--- config.mk ---
export PLATFORM = sky130hd
export DESIGN_NAME = perf_hint_request_regs
export DESIGN_NICKNAME = d
export VERILOG_FILES = /design/src/perf_hint_pkg.sv /design/src/guar_sustain_filter.sv /design/src/perf_hint_request_regs.sv
export SDC_FILE = /design/constraint.sdc
export NUM_CORES = 1
export LEC_CHECK = 0
export BUFFER_PORTS_ARGS = -buffer_cell sky130_fd_sc_hd__buf_2
export CORE_MARGIN = 8
export CORE_UTILIZATION = 57
export CTS_CLUSTER_SIZE = 25
export DETAILED_ROUTE_END_ITERATION = 10
export PLACE_DENSITY_LB_ADDON = 0.1
export SYNTH_ARGS = -nofsm -noshare
export SYNTH_HDL_FRONTEND = slang
export SYNTH_SLANG_ARGS = --single-unit
--- constraint.sdc ---
create_clock -name ref_clk -period 9.1 [get_ports ref_clk]
set_input_delay 0.91 -clock ref_clk [delete_from_list [all_inputs] [get_ports ref_clk]]
set_output_delay 0.91 -clock ref_clk [all_outputs]
set_load 0.03 [all_outputs]
--- src/perf_hint_pkg.sv ---
/*
  Shared constants for the per-thread performance hint registers:
  register addresses, field layout, reset values and timing counts.
  Assumes a 250 MHz core clock; all users refer to names with pkg::.
*/
package perf_hint_pkg;

  // register addresses on the model-specific register port
  localparam logic [11:0] ADDR_CAP = 12'h771;
  localparam logic [11:0] ADDR_REQ = 12'h774;

  // capability word layout
  localparam int CAP_HIGH_LO = 0;
  localparam int CAP_GUAR_LO = 8;
  localparam int CAP_EFF_LO = 16;
  localparam int CAP_LOW_LO = 24;
  localparam int LVL_W = 8;

  // request word layout
  localparam int MIN_LO = 0;
  localparam int MAX_LO = 8;
  localparam int DES_LO = 16;
  localparam int PREF_LO = 24;
  localparam int WIN_LO = 32;
  localparam int WIN_W = 10;
  localparam int WIN_MANT_W = 7;
  localparam int WIN_EXP_LO = 39;
  localparam int WIN_EXP_W = 3;
  localparam int PKG_CTL_BIT = 42;
  localparam int VALID_HI = 63;

  // implemented-bit masks; bits 58:43 are never stored
  localparam logic [63:0] MASK_BASE = 64'h0000_0400_00FF_FFFF;
  localparam logic [63:0] MASK_PREF = 64'h0000_0000_FF00_0000;
  localparam logic [63:0] MASK_WIN = 64'h0000_03FF_0000_0000;
  localparam logic [63:0] MASK_VALID = 64'hF800_0000_0000_0000;

  // reset values of the request word
  localparam logic [4:0] VALID_RST = 5'h00;
  localparam logic [15:0] RSVD_RST = 16'h0000;
  localparam logic PKG_CTL_RST = 1'b0;
  localparam logic [9:0] WIN_RST = 10'h000;
  localparam logic [7:0] PREF_RST = 8'h80;
  localparam logic [7:0] DES_RST = 8'h00;

  // hint fields in resolution order
  localparam int NFIELD = 5;
  localparam int F_MIN = 0;
  localparam int F_MAX = 1;
  localparam int F_DES = 2;
  localparam int F_PREF = 3;
  localparam int F_WIN = 4;

  // sustain time before a guaranteed-level change is announced
  localparam int unsigned CLK_MHZ = 250;
  localparam int unsigned SUSTAIN_US = 1000000;
  localparam int unsigned SUSTAIN_CYC = SUSTAIN_US * CLK_MHZ;

  typedef enum logic [0:0] {
    SUS_STABLE = 1'b0,
    SUS_SETTLING = 1'b1
  } sustain_state_e;

endpackage : perf_hint_pkg

--- src/guar_sustain_filter.sv ---
/*
  Guaranteed-level tracker: the level follows its source every cycle,
  and a one-cycle event marks a new value held past the sustain time.
  Assumes the source level comes from logic on the same clock.
*/
module guar_sustain_filter #(
  parameter int unsigned SUSTAIN_CYC = perf_hint_pkg::SUSTAIN_CYC
) (
  input wire logic ref_clk, // core clock
  input wire logic sys_rst, // synchronous reset, high
  input wire logic ce, // clock enable
  input wire logic [7:0] level_in, // current sustainable level
  output logic [7:0] level_r, // level shown in capability word
  output logic evt_r // pulse: sustained change
);

  perf_hint_pkg::sustain_state_e state_r, state_nxt;
  logic [31:0] cnt_r, cnt_nxt;
  logic [7:0] cand_r, cand_nxt;
  logic [7:0] notified_r, notified_nxt;
  logic evt_nxt;

  always_comb begin
    state_nxt = state_r;
    cnt_nxt = cnt_r;
    cand_nxt = cand_r;
    notified_nxt = notified_r;
    evt_nxt = 1'b0;
    if (level_in != cand_r) begin
      // any wobble restarts the wait; short spikes never notify
      cand_nxt = level_in;
      cnt_nxt = '0;
      state_nxt = perf_hint_pkg::SUS_SETTLING;
    end else begin
      case (state_r)
        perf_hint_pkg::SUS_SETTLING: begin
          if (cnt_r == SUSTAIN_CYC) begin
            state_nxt = perf_hint_pkg::SUS_STABLE;
            if (cand_r != notified_r) begin
              evt_nxt = 1'b1;
              notified_nxt = cand_r;
            end
          end else begin
            cnt_nxt = 32'(cnt_r + 32'h1);
          end
        end
        default: state_nxt = perf_hint_pkg::SUS_STABLE;
      endcase
    end
  end

  always_ff @(posedge ref_clk) begin
    if (sys_rst) begin
      state_r <= perf_hint_pkg::SUS_STABLE;
      cnt_r <= '0;
      cand_r <= level_in;
      notified_r <= level_in;
      level_r <= level_in;
      evt_r <= 1'b0;
    end else if (ce) begin
      state_r <= state_nxt;
      cnt_r <= cnt_nxt;
      cand_r <= cand_nxt;
      notified_r <= notified_nxt;
      level_r <= level_in;
      evt_r <= evt_nxt;
    end
  end
endmodule : guar_sustain_filter

--- src/perf_hint_request_regs.sv ---
/*
  Per-thread performance hint registers: read-only capability word,
  read/write request word, and per-field resolution against the package
  request and platform controller override into clipped hint outputs.
  Assumes feature, level, package and override inputs come from logic
  on the same clock, and one register access per cycle at most.
*/
// Operation
// - capability word: four 8-bit levels, top zero
// - guaranteed level tracks current limits
// - announce guaranteed change only past one second
// - most-efficient tracks workload; max raised to it
// - minimum hint bits 7:0, resets to lowest
// - maximum hint bits 15:8, resets to highest
// - desired hint bits 23:16; zero means autonomous
// - preference bits 31:24, resets to 80h
// - unsupported preference uses energy bias setting
// - window bits 41:32: mantissa, decimal exponent
// - window matters only when desired is zero
// - package control bit 42 selects package request
// - valid bits 63:59 keep thread field locally
// - package control clear ignores valid bits
// - valid bits exist only when feature reports
// - hints clipped for use, reads unclipped
// - unsupported fields read zero, writes dropped
// - equal min and max fixes the level
// - running below minimum hint is allowed
// - exceeding maximum hint is allowed
// - request writes are posted, no acknowledge
// - package request shares the thread field layout
// - override wins for min, max, preference
module perf_hint_request_regs #(
  parameter int unsigned SUSTAIN_CYC = perf_hint_pkg::SUSTAIN_CYC
) (
  input wire logic ref_clk, // core clock, 250 MHz
  input wire logic sys_rst, // synchronous reset, high
  input wire logic ce, // clock enable, freezes state
  input wire logic msr_wr, // register write strobe
  input wire logic msr_rd, // register read strobe
  input wire logic [11:0] msr_addr, // register address
  input wire logic [63:0] msr_wdata, // register write data
  output logic [63:0] rd_data_r, // read data
  output logic rd_valid_r, // pulse: read data valid
  output logic rd_fault_r, // pulse: read of unmapped address
  input wire logic feat_pref_sup, // preference field supported
  input wire logic feat_win_sup, // activity window supported
  input wire logic feat_valid_sup, // per-field valid bits supported
  input wire logic [7:0] lvl_highest, // highest level
  input wire logic [7:0] lvl_lowest, // lowest programmable level
  input wire logic [7:0] lvl_guar_raw, // sustainable level now
  input wire logic [7:0] lvl_most_eff, // most efficient level now
  input wire logic [7:0] energy_bias_setting, // fallback preference
  input wire logic [41:0] package_perf_hint_request, // package hints
  input wire logic [2:0] pco_en, // override on: pref, max, min
  input wire logic [7:0] pco_min, // override minimum
  input wire logic [7:0] pco_max, // override maximum
  input wire logic [7:0] pco_pref, // override preference
  output logic [7:0] res_min_r, // resolved minimum
  output logic [7:0] res_max_r, // resolved maximum
  output logic [7:0] res_des_r, // resolved desired
  output logic [7:0] res_efficiency_pref_r, // resolved preference
  output logic [9:0] res_win_r, // resolved window, raw code
  output logic [6:0] win_mant_r, // window mantissa
  output logic [2:0] win_exp_r, // window power-of-ten exponent
  output logic win_auto_r, // hardware picks window
  output logic autonomous_sel_r, // autonomous target selection
  output logic fixed_level_r, // min equals max: hold level
  output logic [7:0] guar_level_r, // guaranteed level in use
  output logic guar_change_evt_r // pulse: sustained change
);

  localparam int LW = perf_hint_pkg::LVL_W;
  localparam int WW = perf_hint_pkg::WIN_W;
  localparam int WIN_MANT_W_L = perf_hint_pkg::WIN_MANT_W;

  logic [63:0] req_r, req_nxt, mask, req_eff, cap_word;
  logic [63:0] rd_data_nxt;
  logic rd_valid_nxt, rd_fault_nxt;
  logic [7:0] cap_eff_r;
  logic [WW-1:0] thr_f [perf_hint_pkg::NFIELD];
  logic [WW-1:0] pkg_f [perf_hint_pkg::NFIELD];
  logic [WW-1:0] pco_f [perf_hint_pkg::NFIELD];
  logic [WW-1:0] rsv_f [perf_hint_pkg::NFIELD];
  logic [perf_hint_pkg::NFIELD-1:0] pco_on, use_pkg;
  logic [7:0] min_nxt, max_nxt, des_nxt, pref_nxt, max_tmp;
  logic [WW-1:0] win_nxt;

  function automatic logic [63:0] sup_mask(input logic p, input logic w,
                                          input logic v);
    logic [63:0] m;
    m = perf_hint_pkg::MASK_BASE;
    if (p) m = m | perf_hint_pkg::MASK_PREF;
    if (w) m = m | perf_hint_pkg::MASK_WIN;
    if (v) m = m | perf_hint_pkg::MASK_VALID;
    return m;
  endfunction : sup_mask

  function automatic logic [7:0] clamp(input logic [7:0] v,
                                       input logic [7:0] lo,
                                       input logic [7:0] hi);
    logic [7:0] c;
    c = v;
    if (v < lo) c = lo;
    if (v > hi) c = hi;
    return c;
  endfunction : clamp

  assign mask = sup_mask(feat_pref_sup, feat_win_sup, feat_valid_sup);
  assign req_eff = req_r & mask;

  assign cap_word = {32'h0000_0000, lvl_lowest, cap_eff_r, guar_level_r,
                     lvl_highest};

  guar_sustain_filter #(
    .SUSTAIN_CYC(SUSTAIN_CYC)
  ) u_guar (
    .ref_clk(ref_clk),
    .sys_rst(sys_rst),
    .ce(ce),
    .level_in(lvl_guar_raw),
    .level_r(guar_level_r),
    .evt_r(guar_change_evt_r)
  );

  always_comb begin
    req_nxt = req_r;
    rd_data_nxt = '0;
    rd_valid_nxt = 1'b0;
    rd_fault_nxt = 1'b0;
    if (msr_wr && msr_addr == perf_hint_pkg::ADDR_REQ) begin
      req_nxt = (msr_wdata & mask) | (req_r & ~mask);
    end
    if (msr_rd) begin
      rd_valid_nxt = 1'b1;
      case (msr_addr)
        perf_hint_pkg::ADDR_CAP: rd_data_nxt = cap_word;
        perf_hint_pkg::ADDR_REQ: rd_data_nxt = req_eff;
        default: rd_fault_nxt = 1'b1;
      endcase
    end
  end

  assign pkg_f[perf_hint_pkg::F_MIN] =
    WW'(package_perf_hint_request[perf_hint_pkg::MIN_LO +: LW]);
  assign pkg_f[perf_hint_pkg::F_MAX] =
    WW'(package_perf_hint_request[perf_hint_pkg::MAX_LO +: LW]);
  assign pkg_f[perf_hint_pkg::F_DES] =
    WW'(package_perf_hint_request[perf_hint_pkg::DES_LO +: LW]);
  assign pkg_f[perf_hint_pkg::F_PREF] =
    WW'(package_perf_hint_request[perf_hint_pkg::PREF_LO +: LW]);
  assign pkg_f[perf_hint_pkg::F_WIN] =
    package_perf_hint_request[perf_hint_pkg::WIN_LO +: WW];

  assign thr_f[perf_hint_pkg::F_MIN] =
    WW'(req_eff[perf_hint_pkg::MIN_LO +: LW]);
  assign thr_f[perf_hint_pkg::F_MAX] =
    WW'(req_eff[perf_hint_pkg::MAX_LO +: LW]);
  assign thr_f[perf_hint_pkg::F_DES] =
    WW'(req_eff[perf_hint_pkg::DES_LO +: LW]);
  assign thr_f[perf_hint_pkg::F_PREF] = feat_pref_sup ?
    WW'(req_eff[perf_hint_pkg::PREF_LO +: LW]) : WW'(energy_bias_setting);
  assign thr_f[perf_hint_pkg::F_WIN] = req_eff[perf_hint_pkg::WIN_LO +: WW];

  // desired and window have no override path
  assign pco_on = {1'b0, pco_en[2], 1'b0, pco_en[1], pco_en[0]};
  assign pco_f[perf_hint_pkg::F_MIN] = WW'(pco_min);
  assign pco_f[perf_hint_pkg::F_MAX] = WW'(pco_max);
  assign pco_f[perf_hint_pkg::F_DES] = '0;
  assign pco_f[perf_hint_pkg::F_PREF] = WW'(pco_pref);
  assign pco_f[perf_hint_pkg::F_WIN] = '0;

  for (genvar f = 0; f < perf_hint_pkg::NFIELD; f++) begin : g_field
    assign use_pkg[f] = req_eff[perf_hint_pkg::PKG_CTL_BIT] &
                        ~req_eff[perf_hint_pkg::VALID_HI - f];
    assign rsv_f[f] = pco_on[f] ? pco_f[f] :
                      (use_pkg[f] ? pkg_f[f] : thr_f[f]);
  end

  always_comb begin
    min_nxt = clamp(rsv_f[perf_hint_pkg::F_MIN][LW-1:0], lvl_lowest,
                    lvl_highest);
    max_tmp = rsv_f[perf_hint_pkg::F_MAX][LW-1:0];
    if (max_tmp < lvl_most_eff) max_tmp = lvl_most_eff;
    max_nxt = clamp(max_tmp, lvl_lowest, lvl_highest);
    des_nxt = rsv_f[perf_hint_pkg::F_DES][LW-1:0];
    if (des_nxt != 8'h00) des_nxt = clamp(des_nxt, lvl_lowest, lvl_highest);
    pref_nxt = rsv_f[perf_hint_pkg::F_PREF][LW-1:0];
    win_nxt = (des_nxt == 8'h00) ? rsv_f[perf_hint_pkg::F_WIN] : '0;
  end

  always_ff @(posedge ref_clk) begin
    if (sys_rst) begin
      req_r <= {perf_hint_pkg::VALID_RST, perf_hint_pkg::RSVD_RST,
                perf_hint_pkg::PKG_CTL_RST, perf_hint_pkg::WIN_RST,
                perf_hint_pkg::PREF_RST, perf_hint_pkg::DES_RST,
                lvl_highest, lvl_lowest};
      rd_data_r <= '0;
      rd_valid_r <= 1'b0;
      rd_fault_r <= 1'b0;
      cap_eff_r <= lvl_most_eff;
    end else if (ce) begin
      req_r <= req_nxt;
      rd_data_r <= rd_data_nxt;
      rd_valid_r <= rd_valid_nxt;
      rd_fault_r <= rd_fault_nxt;
      cap_eff_r <= lvl_most_eff;
    end
  end

  // hints only: the selector may go below min or above max
  always_ff @(posedge ref_clk) begin
    if (sys_rst) begin
      res_min_r <= '0;
      res_max_r <= '0;
      res_des_r <= '0;
      res_efficiency_pref_r <= '0;
      res_win_r <= '0;
      win_mant_r <= '0;
      win_exp_r <= '0;
      win_auto_r <= 1'b1;
      autonomous_sel_r <= 1'b1;
      fixed_level_r <= 1'b0;
    end else if (ce) begin
      res_min_r <= min_nxt;
      res_max_r <= max_nxt;
      res_des_r <= des_nxt;
      res_efficiency_pref_r <= pref_nxt;
      res_win_r <= win_nxt;
      win_mant_r <= win_nxt[WIN_MANT_W_L-1:0];
      win_exp_r <= win_nxt[WW-1 -: perf_hint_pkg::WIN_EXP_W];
      win_auto_r <= (win_nxt == '0);
      autonomous_sel_r <= (des_nxt == 8'h00);
      fixed_level_r <= (min_nxt == max_nxt);
    end
  end
endmodule : perf_hint_request_regs

==> results of run 1 <==
-- logic make-up after synthesis --
| group | share of synthesized area |
|---|---|
| buf+inv | 0.0679 |
| simple gates | 0.152 |
| other cells | 0.000337 |
| flops | 0.420 |
| xor+xnor | 0.0410 |
| compound gates | 0.168 |
| fa+ha+maj | 0.0608 |
| mux | 0.0908 |
-- area by class of cell --
class                           count  area (um2)
Antenna cell                        1        2.50
Clock buffer                       36         666
Clock inverter                      4        48.8
Fill cell                        1634        5990
Inverter                           73         274
Multi-Input combinational cell    834        5770
Sequential cell                   209        4660
Tap cell                          265         332
Timing Repair Buffer              299        1520
-- critical path, stage by stage --
cell and delay, ps:
buf_2 260, a21bo_4 280, mux2i_1 90, o21ai_0 280, ha_1 310, a21oi_1 250, o21ai_0 110, or2_2 340
o21ai_2 180, mux2_2 440, ha_1 320, nand3_1 130, o211ai_1 240, a21oi_1 180, and3_1 230, a211oi_4 440
mux2_1 370, mux2i_1 290, xor2_1 140, a2111oi_2 380, a32o_1 200
-- power groups by stage --
stage	combinational [mW]	sequential, mW	clock, mW
finish	0.398	1.00	0.889
floorplan	0.236	1.05	0
global placement	0.388	1.02	0
CTS	0.395	1.00	0.900
detailed placement	0.393	1.02	0
global route	0.431	1.01	0.938
-- through the flow --
stage / total power, mW / hold WS [ps] / utilization / cells
after CTS: 2.30 / 448 / 0.689 / 1720
after global routing: 2.37 / 466 / 0.689 / 1721
after detailed placement: 1.42 / 440 / 0.652 / 1680
after floorplan: 1.29 / 430 / - / 1207
after global placement: 1.41 / 437 / 0.652 / 1680
final: 2.29 / 445 / 0.689 / 1721
-- metal layers --
metal | track usage | part of all wire | vias to the layer above
li1 | - | - | 4776
met1 | 0.325 | 0.40 | 4524
met2 | 0.452 | 0.48 | 462
met3 | 0.0670 | 0.10 | 57
met4 | 0.0767 | 0.025 | 0
met5 | 0 | 0 | -
-- worst paths after layout --
check / depth (start not counted) / to / slack [ps] / from
min: 2 / rd_data_r[19]$_SDFFE_PP0P_ / 440 / cap_eff_r[3]$_DFFE_PP_
max: 21 / fixed_level_r$_SDFFE_PP0P_ / 3140 / feat_valid_sup
max reg2reg: 20 / fixed_level_r$_SDFFE_PP0P_ / 3220 / req_r[42]$_SDFFE_PP0P_
min reg2reg: 2 / rd_data_r[19]$_SDFFE_PP0P_ / 440 / cap_eff_r[3]$_DFFE_PP_
-- cell usage in the layout, fill, tap and decap left out, types with 5 or more instances in the layout --
cell	instances
nor2_1	101
inv_1	73
o211ai_1	6
a22o_1	11
buf_2	289
ha_1	54
clkbuf_16	24
a21o_1	14
a211oi_1	27
nor4b_1	5
conb_1	16
and4_1	5
nor3_1	15
o21ai_0	45
a222oi_1	32
clkbuf_1	10
a21oi_1	71
dfxtp_1	161
mux2i_1	50
xor2_1	29
o21ai_1	10
edfxtp_1	48
buf_4	10
nor4_1	7
a32o_1	7
and3_1	25
nand4_1	14
nand2_1	96
a221oi_1	5
nor2b_1	14
xnor2_1	23
nand3_1	42
mux2_2	37
==> results.py, run 1 <==
metrics = {
    "power_and_ir_drop": {
        "p_leak_nw": 6.12,
        "ir_drop_v": 0.000128,
        "switching_power_mw": 0.627,
        "intPower_mw": 1.66,
        "switching_share": 0.274,
        "power_frac_clock": 0.388,
        "combPwrFrac": 0.174,
        "pwr-share-seq": 0.438,
        "p_per_area_mw_per_mm2": 172,
    },
    "detailed_routing": {
        "post_drt_via_cell_ratio": 5.71,
        "num_vias": 9819,
        "ant_nets": 0,
        "drtIter0Drc": 660,
        "dr.pass1.iters": 7,
        "drcViolationCount": 0,
        "avgRoutedWirePerCell_um": 19.7,
        "drt_wl_total_um": 33900,
    },
    "floorplan": {
        "die_w_um": 156,
        "dieHeight_um": 156,
        "rows": 51,
        "die-area_mm2": 0.0242,
        "io_pins": 323,
        "coreArea_mm2": 0.0193,
        "initial_core_util": 0.577,
    },
    "clocking": {
        "cts_root_buffer": "clkbuf_16",
        "h-tree-depth": 1,
        "cts_resized": 0,
        "cts_num_sinks": 209,
        "cts_buffers": 23,
        "cts_hold_buffers": 0,
        "path_clk_slew_ps": 60,
        "ctsLongestPathBuffers": 3,
        "tritoncts": "built",
        "clock_latency_ps": 500,
        "post_cts_buffers": 0,
    },
    "synth": {
        "synth_ff_type": "dfxtp_1",
        "yosys-top-cells-area": "dfxtp_1 (29%), edfxtp_1 (13%), ha_1 (6.1%)",
        "ys_seq_area_frac": 0.420,
        "ys_ff_latch": 209,
        "synth_top_area_share": 0.290,
        "ys_warn_count": 0,
        "syn_area_per_cell_um2": 9.33,
        "synth_cells": 1192,
        "yosys-top-cells-count": "dfxtp_1 (161), nor2_1 (102), nand2_1 (96)",
        "yosys.area.top_type": "dfxtp_1",
        "async_reset_ff_frac": 0,
        "netlist_area_mm2": 0.0111,
        "synth.most_common_cell": "dfxtp_1",
        "ys_types": 78,
        "synth_edf_count": 48,
    },
    "timing": {
        "finalHoldViolations": 0,
        "drv_slew": 0,
        "worst_slack_ps": 3140,
        "clock_skew_ps": 8.56,
        "setup_viol": 0,
        "rsz0062_at_grt": "no",
        "tightest_slew_ps": 987,
        "finalCritPeriodShare": 0.655,
        "clock.fmax_mhz": 168,
        "min_period_ps": 5960,
        "setup_tns_ps": 0,
        "relSlewSlack": 0.340,
    },
    "global_route": {
        "grt_usage": 0.265,
        "antenna_found_initial": 1,
        "grt_pass1_wl_um": 51000,
        "grt_max_degree": 59,
        "grt_pass1_vias": 9509,
        "grt_overflow": 0,
    },
    "critical_path": {
        "worstSetupStartpointType": "primary input",
        "cp.required_ps": 9540,
        "critical_path_class": "in2reg",
        "crit_fanout": 17,
        "end_kind": "flip-flop",
        "critPathArrivalTime_ps": 6400,
    },
    "place": {
        "io_buffer_count": 290,
        "dp_hpwl_um": 25900,
        "gp_congestion": 0.905,
        "place_area_mm2": 0.0126,
        "place_ws_ps": 2680,
    },
    "cells_and_area": {
        "drive_above_1_share": 0.267,
        "fin_nets": 1687,
        "fin_area_mm2": 0.0133,
        "area_delta_synth_final_pct": 19.4,
    },
    "job": {
        "drv_cap": 0,
    },
    "run_status": {
        "status": "finished, final reports clean",
    },
    "hold_path": {
        "worstHoldPathType": "reg2reg",
    },
}
Note: power is estimated with default switching activity, not from simulation.
==> inputs of run 2 (changes only) <==
Settings changed: ABC_AREA set to 1, CORE_UTILIZATION 57 to 53.
Clock period 9.1 ns to 6 ns, I/O delays scaled along.
==> results.py, run 2 <==
metrics = {
    "floorplan": {
        "die-area_mm2": 0.0263,
        "io_pins": 323,
        "dieHeight_um": 162,
        "rows": 53,
        "initial_core_util": 0.538,
        "die_w_um": 162,
        "coreArea_mm2": 0.0210,
    },
    "critical_path": {
        "end_kind": "flip-flop",
        "critical_path_class": "reg2reg",
        "worstSetupStartpointType": "flip-flop",
        "cp.required_ps": 6410,
        "critPathArrivalTime_ps": 5340,
        "ff2ff_path_depth": 25,
        "crit_fanout": 15,
        "reg2reg_to": "fixed_level_r$_SDFFE_PP0P_",
        "worstReg2RegStart": "req_r[42]$_SDFFE_PP0P_",
        "rrSetupSlack_ps": 1070,
    },
    "place": {
        "io_buffer_count": 290,
        "place_ws_ps": 860,
        "gp_congestion": 0.941,
        "place_area_mm2": 0.0128,
        "dp_hpwl_um": 29900,
    },
    "global_route": {
        "use_met2": 0.471,
        "grt_pass1_vias": 10900,
        "use_met3": 0.0681,
        "grt_usage": 0.284,
        "grt_max_degree": 90,
        "antenna_found_initial": 3,
        "use_met1": 0.368,
        "top_usage_layer": "met2",
        "grt_pass1_wl_um": 59900,
        "grt_overflow": 0,
    },
    "synth": {
        "ys_ff_latch": 209,
        "async_reset_ff_frac": 0,
        "yosys.area.top_type": "dfxtp_1",
        "synth_ff_type": "dfxtp_1",
        "yosys-top-cells-count": "nand2_1 (375), dfxtp_1 (161), inv_1 (145)",
        "synth_cells": 1501,
        "syn_area_per_cell_um2": 7.54,
        "ys_warn_count": 0,
        "ys_seq_area_frac": 0.412,
        "netlist_area_mm2": 0.0113,
        "synth.most_common_cell": "nand2_1",
        "synth_edf_count": 48,
        "synth_top_area_share": 0.285,
        "ys_types": 54,
        "yosys-top-cells-area": "dfxtp_1 (28%), edfxtp_1 (13%), nand2_1 (12%)",
    },
    "detailed_routing": {
        "drcViolationCount": 0,
        "num_vias": 11300,
        "drtIter0Drc": 852,
        "avgRoutedWirePerCell_um": 18.8,
        "ant_nets": 0,
        "post_drt_via_cell_ratio": 5.51,
        "drt_wl_total_um": 38400,
        "dr.pass1.iters": 6,
    },
    "job": {
        "drv_cap": 0,
    },
    "clocking": {
        "cts_num_sinks": 209,
        "tritoncts": "built",
        "clock_latency_ps": 520,
        "h-tree-depth": 1,
        "cts_root_buffer": "clkbuf_16",
        "post_cts_buffers": 0,
        "ctsLongestPathBuffers": 3,
        "cts_buffers": 23,
        "cts_hold_buffers": 0,
        "path_clk_slew_ps": 60,
        "cts_resized": 0,
    },
    "timing": {
        "setup_tns_ps": 0,
        "min_period_ps": 4930,
        "clock.fmax_mhz": 203,
        "finalHoldViolations": 0,
        "rsz0062_at_grt": "no",
        "tightest_slew_ps": 1170,
        "setup_viol": 0,
        "worst_slack_ps": 1070,
        "holdWs_ps": 267,
        "relSlewSlack": 0.213,
        "clock_skew_ps": 9.23,
        "finalCritPeriodShare": 0.822,
        "drv_slew": 0,
    },
    "cells_and_area": {
        "fin_area_mm2": 0.0135,
        "fin_util": 0.643,
        "drive_above_1_share": 0.207,
        "fin_nets": 1999,
        "final_common_cell": "nand2_1",
        "fillers": 1991,
        "layout_common_cells": "nand2_1 (375), buf_2 (290), dfxtp_1 (161)",
        "area_delta_synth_final_pct": 19.4,
    },
    "power_and_ir_drop": {
        "p_leak_nw": 6.17,
        "p_per_area_mw_per_mm2": 255,
        "ir_drop_v": 0.000189,
    },
    "hold_path": {
        "hold_depth": 1,
        "hold_end": "cap_eff_r[7]$_DFFE_PP_",
        "worstHoldPathType": "in2reg",
        "hp-start": "lvl_most_eff[7]",
    },
    "run_status": {
        "status": "finished, final reports clean",
    },
}
[run 2: cell types whose count changed in the layout (fill, tap and decap cells not counted), moves of 21 or more]
| cell | delta |
|---|---|
| a222oi_1 | -32 |
| and3_1 | -24 |
| inv_1 | +72 |
| mux2_2 | -37 |
| mux2i_1 | -50 |
| nand2_1 | +279 |
| nand3_1 | +45 |
| o211ai_1 | +47 |
| o21ai_0 | +72 |
| xor2_1 | -21 |
[run 2: worst max-delay path by stage]
stage	from	to	slack [ps]	cells after the start
final	req_r[42]$_SDFFE_PP0P_	fixed_level_r$_SDFFE_PP0P_	1070	25
after floorplan	pco_en[1]	fixed_level_r$_SDFFE_PP0P_	1670	25
after detailed placement	feat_valid_sup	fixed_level_r$_SDFFE_PP0P_	860	27
after global placement	feat_valid_sup	fixed_level_r$_SDFFE_PP0P_	1030	27
after CTS	req_r[42]$_SDFFE_PP0P_	fixed_level_r$_SDFFE_PP0P_	1150	25
after global routing	req_r[42]$_SDFFE_PP0P_	fixed_level_r$_SDFFE_PP0P_	590	25
[run 2: cells by family after synthesis]
kind of cell / count (synthesis) / synth area share
compound gates: 325 / 0.174
xor+xnor: 19 / 0.0147
fa+ha+maj: 54 / 0.0597
buf+inv: 240 / 0.0902
flops: 209 / 0.412
other cells: 1 / 0.000331
simple gates: 653 / 0.249
[run 2: power by group]
group / total, mW / internal [mW] / switching [mW] / leakage, nW
Sequential: 1.52 / 1.49 / 0.0267 / 1.78
Combinational: 0.611 / 0.196 / 0.415 / 4.06
Clock: 1.32 / 0.754 / 0.566 / 0.333
[run 2: area by class of cell]
| class | count | area [um2] | share of cell area |
|---|---|---|---|
| timing repair buffer | 299 | 1520 | 0.112 |
| clock inverter | 2 | 28.8 | 0.00213 |
| sequential | 209 | 4660 | 0.345 |
| antenna | 2 | 5.00 | 0.000370 |
| tap | 275 | 344 | 0.0255 |
| clock buffer | 38 | 662 | 0.0490 |
| multi-input combinational | 1067 | 5710 | 0.423 |
| inverter | 152 | 576 | 0.0426 |
[run 2: per-layer routing]
| metal | part of all wire | wire length [um] |
|---|---|---|
| met1 | 0.43 | 16500 |
| met2 | 0.45 | 17500 |
| met3 | 0.099 | 3800 |
| met4 | 0.018 | 678 |
| met5 | 0.00065 | 25 |
[run 2: worst max-delay path: stages (launching register included)]
cell      delay (ps)
dfxtp_1          520
nand2_2          280
a21oi_1          210
o21ai_0          100
nand2_1          100
ha_1             240
a21oi_1          160
nor2_1            50
a211oi_1         300
nand2_2          230
o21ai_0          440
ha_1             340
nand2_1           60
inv_1             50
a221oi_1         290
o221ai_1         150
nand2_1          240
clkinv_1         340
a21oi_1          210
o21ai_1          160
nand2_1          110
nand2_1           50
nand2_1           50
nor2_1            40
nand3_1           70
nand2_1           40
[run 2: per-stage QoR]
| stage | cells | power [mW] |
|---|---|---|
| floorplan | 1516 | 1.94 |
| global placement | 2002 | 2.14 |
| global route | 2043 | 3.59 |
| CTS | 2042 | 3.46 |
| detailed placement | 2002 | 2.15 |
| finish | 2044 | 3.45 |
